**src/include/mpwmc_pkg.sv**
```systemverilog
// Register map, field positions and reset values of the motor PWM control core
package mpwmc_pkg;

  localparam int ADDR_W = 5;
  localparam int DATA_W = 8;
  localparam int CNT_W = 12;
  localparam int DUTY_W = 16;
  localparam int CHANNELS = 6;
  localparam int PAIRS = 3;
  localparam int FAULTS = 4;
  localparam int DEAD_W = 8;

  localparam logic [ADDR_W-1:0] A_CTL1 = 5'h00;
  localparam logic [ADDR_W-1:0] A_CTL2 = 5'h01;
  localparam logic [ADDR_W-1:0] A_CNT_HI = 5'h02;
  localparam logic [ADDR_W-1:0] A_CNT_LO = 5'h03;
  localparam logic [ADDR_W-1:0] A_MOD_HI = 5'h04;
  localparam logic [ADDR_W-1:0] A_MOD_LO = 5'h05;
  localparam logic [ADDR_W-1:0] A_DEAD = 5'h06;
  localparam logic [ADDR_W-1:0] A_DMAP = 5'h07;
  localparam logic [ADDR_W-1:0] A_MANUAL = 5'h08;
  localparam logic [ADDR_W-1:0] A_FSTAT = 5'h09;
  localparam logic [ADDR_W-1:0] A_FCTL = 5'h0a;
  localparam logic [ADDR_W-1:0] A_DUTY_BASE = 5'h10;
  localparam logic [ADDR_W-1:0] A_DUTY_LAST = 5'h1b;

  // generator_control_one
  localparam int C1_EN = 0;
  localparam int C1_COMMIT = 1;
  localparam int C1_FLAG = 4;
  localparam int C1_IRQEN = 5;
  localparam int C1_SOFTX = 6;
  localparam int C1_SOFTY = 7;
  // generator_control_two
  localparam int C2_DIV_LSB = 0;
  localparam int C2_CENTER = 2;
  localparam int C2_COMP = 3;
  localparam int C2_ISENSE = 4;
  localparam int C2_IPOL_LSB = 5;
  // manual_output_register
  localparam int MAN_OVR = 6;

  localparam logic [DATA_W-1:0] CTL2_RESET = 8'h00;
  localparam logic [DATA_W-1:0] DMAP_RESET = 8'hff;
  localparam logic [DEAD_W-1:0] DEAD_RESET = 8'h00;
  localparam logic [DUTY_W-1:0] DUTY_RESET = 16'h0000;
  localparam logic [CNT_W-1:0] CNT_ZERO = 12'h000;
  localparam logic [CNT_W-1:0] CNT_ONE = 12'h001;
  localparam logic [2:0] DIV_ZERO = 3'h0;

endpackage

```
**src/verilog/mpwmc_core.sv**
```systemverilog
// Six-channel motor PWM control core: counter, buffered values, reload, outputs
// Behaviour
// Override: fault release checked every clock
// First enable: reload now, flag, irq
// Complementary plus sensing: first cycle uses 1,3,5
// Uncommitted enable: duty zero, modulus kept
// Dead time never shorter than programmed
// Enable drives pins from duty values
// Disable: three-state, counter cleared, outputs zero
// Disabled: faults, manual pins, dead time live
// Disable keeps reload flag and irq
// Clocks run in wait; irq wakes
// Twelve-bit counter; high read latches low
// Period: center twice modulus, edge modulus
// Modulus buffered, adopted on committed reload
// Modulus unreset; zero counts down from FFF
// Signed duty: <=0 off, >=modulus on
// Complementary pairs share duty registers
// Duty buffered, adopted on committed reload
// Soft off immediate; release next cycle
// Reload irq pending while flag and enable
// Flag set every reload regardless commit
// Flag cleared by read-then-write zero
// Flag clear drops reload irq only
// Commit: read zero, write one; autoclear
// Reload every 1, 2, 4, 8 cycles
// Override controls pins while disabled
//
// Decided for this implementation: the address map and strobed register access.
`timescale 1ns/100ps
`default_nettype none

module mpwmc_core
  import mpwmc_pkg::*;
(
  // Clock and reset
  input wire logic CLK,
  input wire logic NRST,
  // Register port
  input wire logic [ADDR_W-1:0] ADDR,
  input wire logic [DATA_W-1:0] WDATA,
  input wire logic WR_STB,
  input wire logic RD_STB,
  output logic [DATA_W-1:0] RDATA,
  // Fault pins, active high
  input wire logic [FAULTS-1:0] FAULT_IN,
  // Gate drive pins
  output logic [CHANNELS-1:0] PWM_OUT,
  output logic [CHANNELS-1:0] PWM_OE_N,
  // Interrupt requests, also the wake source in wait
  output logic RELOAD_IRQ,
  output logic FAULT_IRQ
);
  logic rst_meta_ff, rst_n_ff;
  always_ff @(posedge CLK or negedge NRST) begin
    if (!NRST) begin
      rst_meta_ff <= 1'b0;
      rst_n_ff <= 1'b0;
    end else begin
      rst_meta_ff <= 1'b1;
      rst_n_ff <= rst_meta_ff;
    end
  end
  // Register decode
  wire wr_ctl1 = WR_STB && (ADDR == A_CTL1);
  wire rd_ctl1 = RD_STB && (ADDR == A_CTL1);
  wire wr_ctl2 = WR_STB && (ADDR == A_CTL2);
  wire rd_cnt_hi = RD_STB && (ADDR == A_CNT_HI);
  wire rd_cnt_lo = RD_STB && (ADDR == A_CNT_LO);
  wire wr_mod_hi = WR_STB && (ADDR == A_MOD_HI);
  wire wr_mod_lo = WR_STB && (ADDR == A_MOD_LO);
  wire wr_dead = WR_STB && (ADDR == A_DEAD);
  wire wr_dmap = WR_STB && (ADDR == A_DMAP);
  wire wr_manual = WR_STB && (ADDR == A_MANUAL);
  wire wr_fstat = WR_STB && (ADDR == A_FSTAT);
  wire wr_fctl = WR_STB && (ADDR == A_FCTL);
  wire in_duty = (ADDR >= A_DUTY_BASE) && (ADDR <= A_DUTY_LAST);
  wire [ADDR_W-1:0] duty_off = ADDR - A_DUTY_BASE;
  wire [2:0] duty_idx = duty_off[3:1];
  // Software state
  logic gen_en_ff, commit_ff, flag_ff, irq_en_ff, softx_ff, softy_ff;
  logic flag_arm_ff, commit_arm_ff;
  logic [DATA_W-1:0] ctl2_ff, dmap_ff, fctl_ff;
  logic [DEAD_W-1:0] dead_ff;
  logic dead_done_ff, dmap_done_ff;
  logic [CHANNELS:0] manual_ff;
  logic [CNT_W-1:0] mod_buf_ff, mod_act_ff;
  logic [DUTY_W-1:0] duty_buf_ff [CHANNELS];
  logic [DUTY_W-1:0] duty_act_ff [CHANNELS];
  // Generator state
  logic [CNT_W-1:0] cnt_ff, nxt_cnt;
  logic dir_up_ff, nxt_dir_up;
  logic [DATA_W-1:0] cnt_lo_latch_ff;
  logic cnt_latched_ff;
  logic [2:0] div_cnt_ff;
  logic [1:0] div_act_ff;
  logic [PAIRS-1:0] ipol_act_ff;
  logic first_cycle_ff;
  logic ovr_eff_ff;
  wire center = ctl2_ff[C2_CENTER];
  wire comp = ctl2_ff[C2_COMP];
  wire isense = ctl2_ff[C2_ISENSE];
  wire ovr_req = manual_ff[MAN_OVR];
  wire en_rise = wr_ctl1 && WDATA[C1_EN] && !gen_en_ff;
  wire mod_zero = (mod_act_ff == CNT_ZERO);
  // Counter sequencing
  wire wrap_c = !dir_up_ff && (cnt_ff <= CNT_ONE);
  wire turn_c = dir_up_ff && (cnt_ff >= mod_act_ff);
  wire wrap_e = (cnt_ff >= mod_act_ff);
  wire wrap = gen_en_ff && !mod_zero && (center ? (wrap_c || (turn_c && cnt_ff == CNT_ONE))
                                                : wrap_e);
  wire cyc_start = en_rise || wrap;
  wire [2:0] div_last = 3'((1 << div_act_ff) - 1);
  wire reload = en_rise || (wrap && (div_cnt_ff == div_last));
  wire release_pt = cyc_start || ovr_eff_ff;

  always_comb begin
    nxt_cnt = cnt_ff;
    nxt_dir_up = dir_up_ff;
    if (!gen_en_ff || en_rise) begin
      nxt_cnt = en_rise ? (center ? CNT_ZERO : CNT_ONE) : CNT_ZERO;
      nxt_dir_up = 1'b1;
    end else if (mod_zero) begin
      nxt_cnt = cnt_ff - CNT_ONE;
    end else if (center) begin
      if (wrap) begin
        nxt_cnt = CNT_ZERO;
        nxt_dir_up = 1'b1;
      end else if (turn_c) begin
        nxt_cnt = cnt_ff - CNT_ONE;
        nxt_dir_up = 1'b0;
      end else begin
        nxt_cnt = dir_up_ff ? cnt_ff + CNT_ONE : cnt_ff - CNT_ONE;
      end
    end else begin
      nxt_cnt = wrap ? CNT_ONE : cnt_ff + CNT_ONE;
    end
  end

  always_ff @(posedge CLK or negedge rst_n_ff) begin
    if (!rst_n_ff) begin
      cnt_ff <= CNT_ZERO;
      dir_up_ff <= 1'b1;
    end else begin
      cnt_ff <= nxt_cnt;
      dir_up_ff <= nxt_dir_up;
    end
  end
  // Counter read latch
  always_ff @(posedge CLK or negedge rst_n_ff) begin
    if (!rst_n_ff) begin
      cnt_lo_latch_ff <= '0;
      cnt_latched_ff <= 1'b0;
    end else if (rd_cnt_hi) begin
      cnt_lo_latch_ff <= cnt_ff[7:0];
      cnt_latched_ff <= 1'b1;
    end else if (rd_cnt_lo) begin
      cnt_latched_ff <= 1'b0;
    end
  end
  // Control register one
  wire flag_clear = wr_ctl1 && !WDATA[C1_FLAG] && flag_arm_ff && !reload;
  always_ff @(posedge CLK or negedge rst_n_ff) begin
    if (!rst_n_ff) begin
      gen_en_ff <= 1'b0;
      irq_en_ff <= 1'b0;
      softx_ff <= 1'b0;
      softy_ff <= 1'b0;
      flag_ff <= 1'b0;
      flag_arm_ff <= 1'b0;
      commit_ff <= 1'b0;
      commit_arm_ff <= 1'b0;
    end else begin
      if (wr_ctl1) begin
        gen_en_ff <= WDATA[C1_EN];
        irq_en_ff <= WDATA[C1_IRQEN];
        softx_ff <= WDATA[C1_SOFTX];
        softy_ff <= WDATA[C1_SOFTY];
      end
      // A reload in the same cycle as the clear wins
      if (reload) begin
        flag_ff <= 1'b1;
      end else if (flag_clear) begin
        flag_ff <= 1'b0;
      end
      if (reload || wr_ctl1) begin
        flag_arm_ff <= 1'b0;
      end else if (rd_ctl1 && flag_ff) begin
        flag_arm_ff <= 1'b1;
      end
      if (reload && commit_ff) begin
        commit_ff <= 1'b0;
      end else if (wr_ctl1) begin
        commit_ff <= WDATA[C1_COMMIT] ? (commit_ff || commit_arm_ff) : 1'b0;
      end
      if (wr_ctl1) begin
        commit_arm_ff <= 1'b0;
      end else if (rd_ctl1 && !commit_ff) begin
        commit_arm_ff <= 1'b1;
      end
    end
  end
  // Other software registers; dead time and map take only their first write
  always_ff @(posedge CLK or negedge rst_n_ff) begin
    if (!rst_n_ff) begin
      ctl2_ff <= CTL2_RESET;
      dmap_ff <= DMAP_RESET;
      dmap_done_ff <= 1'b0;
      dead_ff <= DEAD_RESET;
      dead_done_ff <= 1'b0;
      manual_ff <= '0;
      fctl_ff <= '0;
    end else begin
      if (wr_ctl2) ctl2_ff <= WDATA;
      if (wr_dmap && !dmap_done_ff) begin
        dmap_ff <= WDATA;
        dmap_done_ff <= 1'b1;
      end
      if (wr_dead && !dead_done_ff) begin
        dead_ff <= WDATA;
        dead_done_ff <= 1'b1;
      end
      if (wr_manual) manual_ff <= WDATA[CHANNELS:0];
      if (wr_fctl) fctl_ff <= WDATA;
    end
  end
  // Modulus buffer has no reset on purpose: zero is illegal, so no safe value exists
  always_ff @(posedge CLK) begin
    if (wr_mod_hi) mod_buf_ff[CNT_W-1:8] <= WDATA[3:0];
    if (wr_mod_lo) mod_buf_ff[7:0] <= WDATA;
    if (reload && commit_ff) mod_act_ff <= mod_buf_ff;
  end
  // Duty buffers and the values in use
  always_ff @(posedge CLK or negedge rst_n_ff) begin
    if (!rst_n_ff) begin
      for (int i = 0; i < CHANNELS; i++) begin
        duty_buf_ff[i] <= DUTY_RESET;
        duty_act_ff[i] <= DUTY_RESET;
      end
    end else begin
      for (int i = 0; i < CHANNELS; i++) begin
        if (WR_STB && in_duty && duty_idx == 3'(i)) begin
          if (duty_off[0]) duty_buf_ff[i][7:0] <= WDATA;
          else duty_buf_ff[i][15:8] <= WDATA;
        end
        if (reload && commit_ff) duty_act_ff[i] <= duty_buf_ff[i];
      end
    end
  end
  // Reload divider, first-cycle marker and override hand-back
  always_ff @(posedge CLK or negedge rst_n_ff) begin
    if (!rst_n_ff) begin
      div_cnt_ff <= DIV_ZERO;
      div_act_ff <= '0;
      ipol_act_ff <= '0;
      first_cycle_ff <= 1'b0;
      ovr_eff_ff <= 1'b0;
    end else begin
      if (reload) begin
        div_cnt_ff <= DIV_ZERO;
        div_act_ff <= ctl2_ff[C2_DIV_LSB+:2];
        ipol_act_ff <= ctl2_ff[C2_IPOL_LSB+:PAIRS];
      end else if (wrap) begin
        div_cnt_ff <= div_cnt_ff + 3'h1;
      end
      if (en_rise) first_cycle_ff <= 1'b1;
      else if (wrap) first_cycle_ff <= 1'b0;
      // Leaving override waits for a cycle boundary while enabled, or the next clock while disabled, so no half pulse reaches the pins
      if (ovr_req) ovr_eff_ff <= 1'b1;
      else if (cyc_start || !gen_en_ff) ovr_eff_ff <= 1'b0;
    end
  end
  // Duty compare per channel
  wire up_phase = dir_up_ff && (cnt_ff < mod_act_ff);
  logic [CHANNELS-1:0] ch_on;
  for (genvar c = 0; c < CHANNELS; c++) begin : g_cmp
    wire [DUTY_W-1:0] d = duty_act_ff[c];
    wire [DUTY_W-1:0] cnt_x = {4'h0, cnt_ff};
    wire d_pos = !d[DUTY_W-1] && (d != DUTY_RESET);
    wire d_full = d >= {4'h0, mod_act_ff};
    wire d_hit = (center && up_phase) ? (cnt_x < d) : (cnt_x <= d);
    assign ch_on[c] = gen_en_ff && d_pos && (d_full || d_hit);
  end
  // Pair logic: duty selection and dead time
  logic [CHANNELS-1:0] pin_lvl;
  for (genvar p = 0; p < PAIRS; p++) begin : g_pair
    logic lvl_ff;
    logic [DEAD_W-1:0] dt_ff;
    wire force_odd = isense && first_cycle_ff;
    wire use_even = ipol_act_ff[p] && !force_odd;
    wire gen_top = use_even ? ch_on[2*p+1] : ch_on[2*p];
    wire want = ovr_eff_ff ? manual_ff[2*p] : gen_top;
    wire quiet = (dt_ff == '0);
    always_ff @(posedge CLK or negedge rst_n_ff) begin
      if (!rst_n_ff) begin
        lvl_ff <= 1'b0;
        dt_ff <= '0;
      end else if (!comp) begin
        lvl_ff <= want;
        dt_ff <= '0;
      end else if (!quiet) begin
        dt_ff <= dt_ff - 8'h01;
        if (dt_ff == 8'h01) lvl_ff <= want;
      end else if (want != lvl_ff) begin
        // Loaded from the live count at each edge, so a late change never shortens it
        if (dead_ff == '0) lvl_ff <= want;
        else dt_ff <= dead_ff;
      end
    end
    wire bot_gen = ovr_eff_ff ? manual_ff[2*p+1] : 1'b1;
    wire ind_bot = ovr_eff_ff ? manual_ff[2*p+1] : ch_on[2*p+1];
    assign pin_lvl[2*p] = comp ? (lvl_ff && quiet) : want;
    assign pin_lvl[2*p+1] = comp ? (!lvl_ff && quiet && bot_gen && (gen_en_ff || ovr_eff_ff))
                                 : ind_bot;
  end
  // Faults and bank disables
  logic [FAULTS-1:0] flt_prev_ff, flt_flag_ff, flt_hold_ff;
  logic bankx_hold_ff, banky_hold_ff;
  wire [FAULTS-1:0] flt_rise = FAULT_IN & ~flt_prev_ff;
  wire [FAULTS-1:0] flt_ack = wr_fstat ? WDATA[FAULTS-1:0] : '0;
  always_ff @(posedge CLK or negedge rst_n_ff) begin
    if (!rst_n_ff) begin
      flt_prev_ff <= '0;
      flt_flag_ff <= '0;
      flt_hold_ff <= '0;
      bankx_hold_ff <= 1'b0;
      banky_hold_ff <= 1'b0;
    end else begin
      flt_prev_ff <= FAULT_IN;
      flt_flag_ff <= flt_rise | (flt_flag_ff & ~flt_ack);
      for (int f = 0; f < FAULTS; f++) begin
        if (FAULT_IN[f]) flt_hold_ff[f] <= 1'b1;
        else if (release_pt && !flt_flag_ff[f]) flt_hold_ff[f] <= 1'b0;
      end
      if (softx_ff) bankx_hold_ff <= 1'b1;
      else if (release_pt) bankx_hold_ff <= 1'b0;
      if (softy_ff) banky_hold_ff <= 1'b1;
      else if (release_pt) banky_hold_ff <= 1'b0;
    end
  end
  wire dis_x = bankx_hold_ff || softx_ff || (|flt_hold_ff[1:0]) || (|FAULT_IN[1:0]);
  wire dis_y = banky_hold_ff || softy_ff || (|flt_hold_ff[3:2]) || (|FAULT_IN[3:2]);
  logic [CHANNELS-1:0] pin_off;
  for (genvar p = 0; p < PAIRS; p++) begin : g_map
    wire off = (dis_x && dmap_ff[p]) || (dis_y && dmap_ff[PAIRS+p]);
    assign pin_off[2*p] = off;
    assign pin_off[2*p+1] = off;
  end
  // Read mux
  logic [DATA_W-1:0] rd_mux;
  always_comb begin
    rd_mux = '0;
    if (in_duty) begin
      rd_mux = duty_off[0] ? duty_buf_ff[duty_idx][7:0] : duty_buf_ff[duty_idx][15:8];
    end else begin
      unique case (ADDR)
        A_CTL1: begin
          rd_mux[C1_EN] = gen_en_ff;
          rd_mux[C1_COMMIT] = commit_ff;
          rd_mux[C1_FLAG] = flag_ff;
          rd_mux[C1_IRQEN] = irq_en_ff;
          rd_mux[C1_SOFTX] = softx_ff;
          rd_mux[C1_SOFTY] = softy_ff;
        end
        A_CTL2: rd_mux = ctl2_ff;
        A_CNT_HI: rd_mux = {4'h0, cnt_ff[CNT_W-1:8]};
        A_CNT_LO: rd_mux = cnt_latched_ff ? cnt_lo_latch_ff : cnt_ff[7:0];
        A_MOD_HI: rd_mux = {4'h0, mod_buf_ff[CNT_W-1:8]};
        A_MOD_LO: rd_mux = mod_buf_ff[7:0];
        A_DEAD: rd_mux = dead_ff;
        A_DMAP: rd_mux = dmap_ff;
        A_MANUAL: rd_mux = {1'b0, manual_ff};
        A_FSTAT: rd_mux = {FAULT_IN, flt_flag_ff};
        A_FCTL: rd_mux = fctl_ff;
        default: rd_mux = '0;
      endcase
    end
  end
  // Registered outputs
  always_ff @(posedge CLK or negedge rst_n_ff) begin
    if (!rst_n_ff) begin
      RDATA <= '0;
      PWM_OUT <= '0;
      PWM_OE_N <= '1;
      RELOAD_IRQ <= 1'b0;
      FAULT_IRQ <= 1'b0;
    end else begin
      RDATA <= RD_STB ? rd_mux : '0;
      PWM_OUT <= pin_lvl & ~pin_off;
      PWM_OE_N <= {CHANNELS{!(gen_en_ff || ovr_req)}};
      RELOAD_IRQ <= flag_ff && irq_en_ff && !flag_clear;
      FAULT_IRQ <= |(flt_flag_ff & fctl_ff[FAULTS-1:0]);
    end
  end

endmodule

`default_nettype wire

```
**config.mk**
```make
export PLATFORM = sky130hd
export DESIGN_NAME = mpwmc_core
export DESIGN_NICKNAME = d
export VERILOG_FILES = /design/src/include/mpwmc_pkg.sv /design/src/verilog/mpwmc_core.sv
export SDC_FILE = /design/constraint.sdc
export NUM_CORES = 1
export LEC_CHECK = 0
export BUFFER_PORTS_ARGS = -buffer_cell sky130_fd_sc_hd__buf_2
export CAP_MARGIN = 20
export CORE_MARGIN = 3
export CORE_UTILIZATION = 64
export DETAILED_ROUTE_END_ITERATION = 12
export GPL_ROUTABILITY_DRIVEN = 0
export PLACE_DENSITY = 0.81
export SLEW_MARGIN = 20
export SYNTH_ARGS = -nofsm -noshare
export SYNTH_HDL_FRONTEND = slang
export SYNTH_SLANG_ARGS = --single-unit
```
**constraint.sdc**
```tcl
create_clock -name CLK -period 12 [get_ports CLK]
set_clock_uncertainty 0.15 [all_clocks]
set_input_delay 0.6 -clock CLK [delete_from_list [all_inputs] [get_ports CLK]]
set_output_delay 0.6 -clock CLK [all_outputs]
set_load 0.02 [all_outputs]
```
Word-level counts from Yosys, hierarchy flattened
Index checks and enable logic that the tools add are counted.

cells by class
  bitwise operators = 10
  shift-type cells = 1
  $add $sub $neg = 8
  order comparisons = 24
  eq/ne operators = 36
  mux-type cells = 103
  reductions and logical operators = 186

operators by type and width
  kind                                                 count
  2-to-1 mux 8 bit                                     14
  >= comparator 16 x 12 -> 1 bit                       6
  less-or-equal comparator 12 x 16 -> 1 bit            6
  less-than comparator 12 x 16 -> 1 bit                6
  nonzero test 16 bit                                  6
  logical AND 1 bit                                    84
  2-to-1 mux 12 bit                                    7
  2-to-1 mux 1 bit                                     73
  binary-select mux 16 bit (select 3 bit)              1
  one-hot mux 4 bit (9 select lines)                   1
  logical NOT 8 bit                                    4
  2-to-1 mux 16 bit                                    2
  AND reduction 2 bit                                  15
  nonzero test 2 bit                                   15
  logical OR 1 bit                                     25
  equality test 8 x 1 -> 1 bit, second input constant  3
  logical NOT 1 bit                                    24
  subtractor 8 x 1 -> 8 bit, second input constant     3
  one-hot mux 2 bit (11 select lines)                  1
  equality test 5 x 3 -> 1 bit, second input constant  4
  one-hot mux 2 bit (10 select lines)                  1
  != test 3 x 2 -> 1 bit, second input constant        6
  equality test 5 x 4 -> 1 bit, second input constant  3
  adder 12 x 1 -> 12 bit, second input constant        1
  38 further kinds                                     57

word-level totals
  word-level logic and storage cells = 434
  output and inout port bits = 22
  register bits after elaboration = 357

Longest topological paths before layout
  word-level depth = 12
  mapped depth = 14

Least setup slack after synthesis
Ideal clock, no wire load.

  path kind = reg2reg
  start point = register cnt_ff[7]
  end point = register g_pair[0].dt_ff[0]
  period minus slack after synthesis = 3.305 ns
  path slack = 8.695 ns
  required time = 11.730 ns
  setup time = 0.120 ns
  arrival time = 3.035 ns
  cell stages (with the launch flop) = 11
  cell sequence = dfrtp_1 ha_1 a21oi_1 o21ai_0 a221o_1 o311a_1 or4_1 a32oi_1 o221ai_1 a21o_1 a31o_1

between the ends
  cells in the longest elaborated chain, start to end = 11
  elaborated cells on any way between the ends = 18
  classes of those cells = 5 x order compare; 2 x eq/ne; 4 x mux; 7 x reduce/logical

RTL lines
  element                                      line               text
  from (decl)                                  mpwmc_core.sv:91   logic [CNT_W-1:0] cnt_ff, nxt_cnt;
  from (signal assigned)                       mpwmc_core.sv:145  cnt_ff <= nxt_cnt;
  less-than comparator 12 bit                  mpwmc_core.sv:274  wire up_phase = dir_up_ff && (cnt_ff < mod_act_ff);
  logical AND 1 bit                            mpwmc_core.sv:274
  logical AND 1 bit                            mpwmc_core.sv:281  wire d_hit = (center && up_phase) ? (cnt_x < d) : (cnt_x <= d);
  2-to-1 mux 1 bit                             mpwmc_core.sv:281
  logical OR 1 bit                             mpwmc_core.sv:282  assign ch_on[c] = gen_en_ff && d_pos && (d_full || d_hit);
  logical AND 1 bit                            mpwmc_core.sv:282
  2-to-1 mux 1 bit (*)                         mpwmc_core.sv:291  wire gen_top = use_even ? ch_on[2*p+1] : ch_on[2*p];
  2-to-1 mux 1 bit (*)                         mpwmc_core.sv:292  wire want = ovr_eff_ff ? manual_ff[2*p] : gen_top;
  != test 1 bit (*)                            mpwmc_core.sv:304  end else if (want != lvl_ff) begin
  != test 3 x 2 -> 1 bit (no source line) (*)  --
  AND reduction 2 bit (no source line) (*)     --
  to (signal assigned)                         mpwmc_core.sv:302  dt_ff <= dt_ff - 8'h01;
  to (decl)                                    mpwmc_core.sv:288  logic [DEAD_W-1:0] dt_ff;

Mark *: on every way between the ends. The rest lies on a longest branch, timed or not.
A chain may end at the register's enable or synchronous reset.

Worst setup path after layout
  start point = register cnt_ff[6]
  end point = register duty_act_ff, in the netlist g_cmp[1].d[14]

between the ends
  cells in the longest elaborated chain, start to end = 9
  elaborated cells on any way between the ends = 12
  classes of those cells = 2 x order compare; 1 x eq/ne; 1 x mux; 8 x reduce/logical

RTL lines
  element                          line                                  text
  >= comparator 12 bit             mpwmc_core.sv:108, mpwmc_core.sv:109
  logical AND 1 bit                mpwmc_core.sv:108                     wire turn_c = dir_up_ff && (cnt_ff >= mod_act_ff);
  logical AND 1 bit                mpwmc_core.sv:110                     wire wrap = gen_en_ff && !mod_zero && (center ? (wrap_c || (turn_c && cnt_ff == CNT_ONE))
  logical OR 1 bit                 mpwmc_core.sv:110
  2-to-1 mux 1 bit (*)             mpwmc_core.sv:110
  logical AND 1 bit (*)            mpwmc_core.sv:110
  logical AND 1 bit (*)            mpwmc_core.sv:114                     wire reload = en_rise || (wrap && (div_cnt_ff == div_last));
  logical OR 1 bit (*)             mpwmc_core.sv:114
  logical AND 1 bit (*)            mpwmc_core.sv:246                     if (reload && commit_ff) duty_act_ff[i] <= duty_buf_ff[i];
  to (signal, indexed assignment)  mpwmc_core.sv:246
  to (decl)                        mpwmc_core.sv:89                      logic [DUTY_W-1:0] duty_act_ff [CHANNELS];

Marked as above.

==> results.md <==
* Run status: complete, no violations
* Crit Path Max Fanout at 91
* Initial core utilization at 0.6526
* Main flop type after synthesis: dfrtp_1
* Slowest CP cell: and2_4
* Seq cells post-synth at between 300 and 400
* Met1 wire length at 22600 um
* Die Footprint at 33430 sq um
* Ys async rst share at 0.9328
* Final ANT Viol Nets at 0
* Commonest non-fill, non-tap cells in the layout: dfrtp_1, mux2_2, ha_1
* Ports at between 40 and 50
* Worst hold slack at between 0.05 and 0.06 ns
* Mapped Nets at 2027
* Die height at 182.8 um
* Relative slew margins at 0.2497
* Post-synthesis simple-gate area fraction at 0.1190
* Period minus WS final at 5.239 ns
* Vias at 15.99k
* Worst-path clk slew at 0.06 ns
* Final hold viol count at 0
* Clock Latency Late Sink at 0.54 ns
* CTS Buffer Depth at 3
* Post-Synth Adder-Cell Area at 0.1057
* Crit path largest cell delay at 0.91 ns
* Synth-to-Final Area Change at 8.752%
* Largest family of logic cells by synthesized area: multiplexers
* Clk sinks at 357
* Number of global-route vias before repair at 15.80k
* Number of flops mapped to enable cells by yosys at 24
* Fin nets at 2049
* Synth Instances at 1837
* Compound-gate portion of the synthesized area at 0.1298
* Inst Count DP at 2214
* Antenna diode count at 0
* Arr. time, crit path at 5.50 ns
* Max cap viols at 0
* Family with the most delay on the worst path: compound AO/OA/AOI/OAI gates
* I/O Buffers at 42
* Syn. warnings at 0
* Hold path cells at 1
* Gr ovfl total at 0
* CTS root buf: clkbuf_16
* Avg Inst Size Synth at 10.90 sq um
* CP Launch Type: flip-flop
* Mapped Area at 20010 sq um
* Met2 wire len at about 26000 um
* CTS-repair resized insts at 0
* Commonest non-fill, non-tap cell in the layout: dfrtp_1
* Placed Instance Area at 20420 sq um
* Hold buffer count at cts at 1
* Final Cycle Share at 0.4366
* Synth Area in XOR/XNOR at 0.01094
* Least-Margin Pin Slew at 1.116 ns
* Std-Cell Rows at 64
* H-tree Lvls at 2
* RSZ-0062 raised after global routing: false
* Residual DRC at 0
* Vias per cell at 7.002
* Worst-path cell chain: ha_1 > nand2_1 > o21ai_0 > a221o_1 > o31a_1 > nand3_2 > a21boi_4 > and2_4 > buf_4 > mux2_2
* Post-synthesis mux area share at 0.1386
* Slew Viols, Final at 0
* RR Endpoint: g_cmp[1].d[14]
* Routed wl met3 at 7687 um
* Avg WL per Cell at 25.80 um
* Hold Path End: flt_prev_ff[1]
* Crit path required time at 12.26 ns
* Final Non-Filler Cells at about 2.3k
* Core area at 30670 sq um
* Dpl hpwl at 41280 um
* Worst r2r src: cnt_ff[6]
* Total negative slack at 0 ns
* Overall Global Routing Usage at 0.3518
* First-pass GRT wire length at approximately 90000 um
* Routed WL at around 60000 um
* Critical path class: reg2reg
* Reg-to-reg setup timing slack at 6.76 ns
* Largest net degree at the start of global routing at slightly above 90
* CTS tree: yes
* Setup crit end kind: flip-flop
* Worst IR Drop VDD at 0.0001435 V
* Initial DRC count at 2563
* Die width at between 150 and 200 um
* Worst path buffer plus inverter count at 1
* Initial antenna violation count at 1
* Seq/Total Area, Yosys at 0.4530
* Initial DRT Pass Iterations at 8
* Share of layout cells above drive strength 1 at 0.1965
* R2r worst-path depth at 10
* Hold WC Path Type: in2reg
* Power Dens Cells at approximately 160 nW/um^2
* Post-CTS Setup Repair Bufs at 0
* Final Setup Violations at 0
* Static leakage at 10.24 nW
* DR top layer: met4
* Netlist cell types at just over 80
* Fin area at 21770 sq um
* F_max at 190.9 MHz
* CTS buffer count at 38
* Min-delay src: FAULT_IN[1]
==> worst register-to-register path, stage by stage (launching register included) <==
cell	delay (ns)
dfrtp_1	0.65
ha_1	0.44
nand2_1	0.05
o21ai_0	0.22
a221o_1	0.43
o31a_1	0.35
nand3_2	0.20
a21boi_4	0.39
and2_4	0.92
buf_4	0.90
mux2_2	0.43
==> power by group <==
group	total (W)	internal (W)	switching, W	leakage (nW)
sequential	0.00157	0.00136	0.000208	4.19
clock	0.00125	0.000756	0.000495	0.654
combinational	0.000749	0.000329	0.000420	5.39
total	0.00357	0.00245	0.00112	10.2
==> cells in the mapped netlist (10+ instances only) <==
library cell	n	area [sq um]
a211oi_1	17	127.6
a21o_1	24	180.2
a21oi_1	85	425.4
a221oi_1	23	201.4
a22o_1	11	96.34
a22oi_1	16	120.1
a31oi_1	12	75.07
and3_1	17	106.4
buf_4	10	75.07
buf_6	10	112.6
clkbuf_1	46	172.7
dfrtp_1	323	8083
dfstp_2	10	262.8
edfxtp_1	24	720.7
ha_1	169	2115
inv_1	113	424.2
mux2_2	193	2173
mux4_2	24	540.5
nand2_1	167	626.9
nand2b_1	17	106.4
nand3_1	33	165.2
nand4_1	30	187.7
nor2_1	77	289.0
nor2b_1	13	81.33
nor3_1	24	120.1
nor4_1	33	206.5
o211ai_1	10	75.07
o21ai_0	53	265.3
o21ai_1	64	320.3
o22ai_1	10	62.56
or4_1	12	90.09
xnor2_1	17	148.9
==> state kept, by name, summed over array words and instances, names as in the netlist, 12 cells and up <==
signal	flops
mod_buf_ff	12
mod_act_ff	12
duty_buf_ff	96
g_cmp.d	96
cnt_ff	12
g_pair.dt_ff	24
==> through the flow <==
stage	power (W)	setup WS [ns]	utilization
finish	0.003573	6.761	0.7097
global route	0.003721	6.578	0.7097
CTS	0.003555	6.942	0.7095
detailed placement	0.002309	6.700	0.6657
global placement	0.002270	6.814	0.6657
floorplan	0.002074	1.900	-
==> logic make-up after synthesis <==
family                     Yosys count
DFF                                357
and+or+nand+nor                    474
other                                1
AOI/OAI and AO/OA                  397
muxes                              223
buffers and inverters              191
adders and majority gates          169
xor gates and xnor gates            25
==> layer usage <==
layer  GRT usage  vias up
met4      0.1500        0
met5           0        -
met1      0.4878     7819
met2      0.5207     1105
li1            -     6839
met3      0.1061      229
==> area by class of cell <==
cell class	instances	area, sq um
Fill cell	2069	8904
Inverter	114	427.9
Tap cell	396	495.5
Clock buffer	52	1064
Clock inverter	17	270.3
Sequential cell	357	9070
Timing Repair Buffer	59	340.3
Multi-Input combinational cell	1289	10100
==> worst max path at each step <==
stage,from,endpoint,cells past startpoint
3_3_place_gp,ADDR[2],g_cmp[1].d[14],10
5_1_grt,cnt_ff[6],g_cmp[1].d[14],10
6_report,cnt_ff[6],g_cmp[1].d[14],10
2_1_floorplan,rst_n_ff,FAULT_IRQ,0
3_5_place_dp,ADDR[2],g_cmp[1].d[14],10
4_1_cts,cnt_ff[6],g_cmp[1].d[14],10
(Power assumes the default switching activity.)
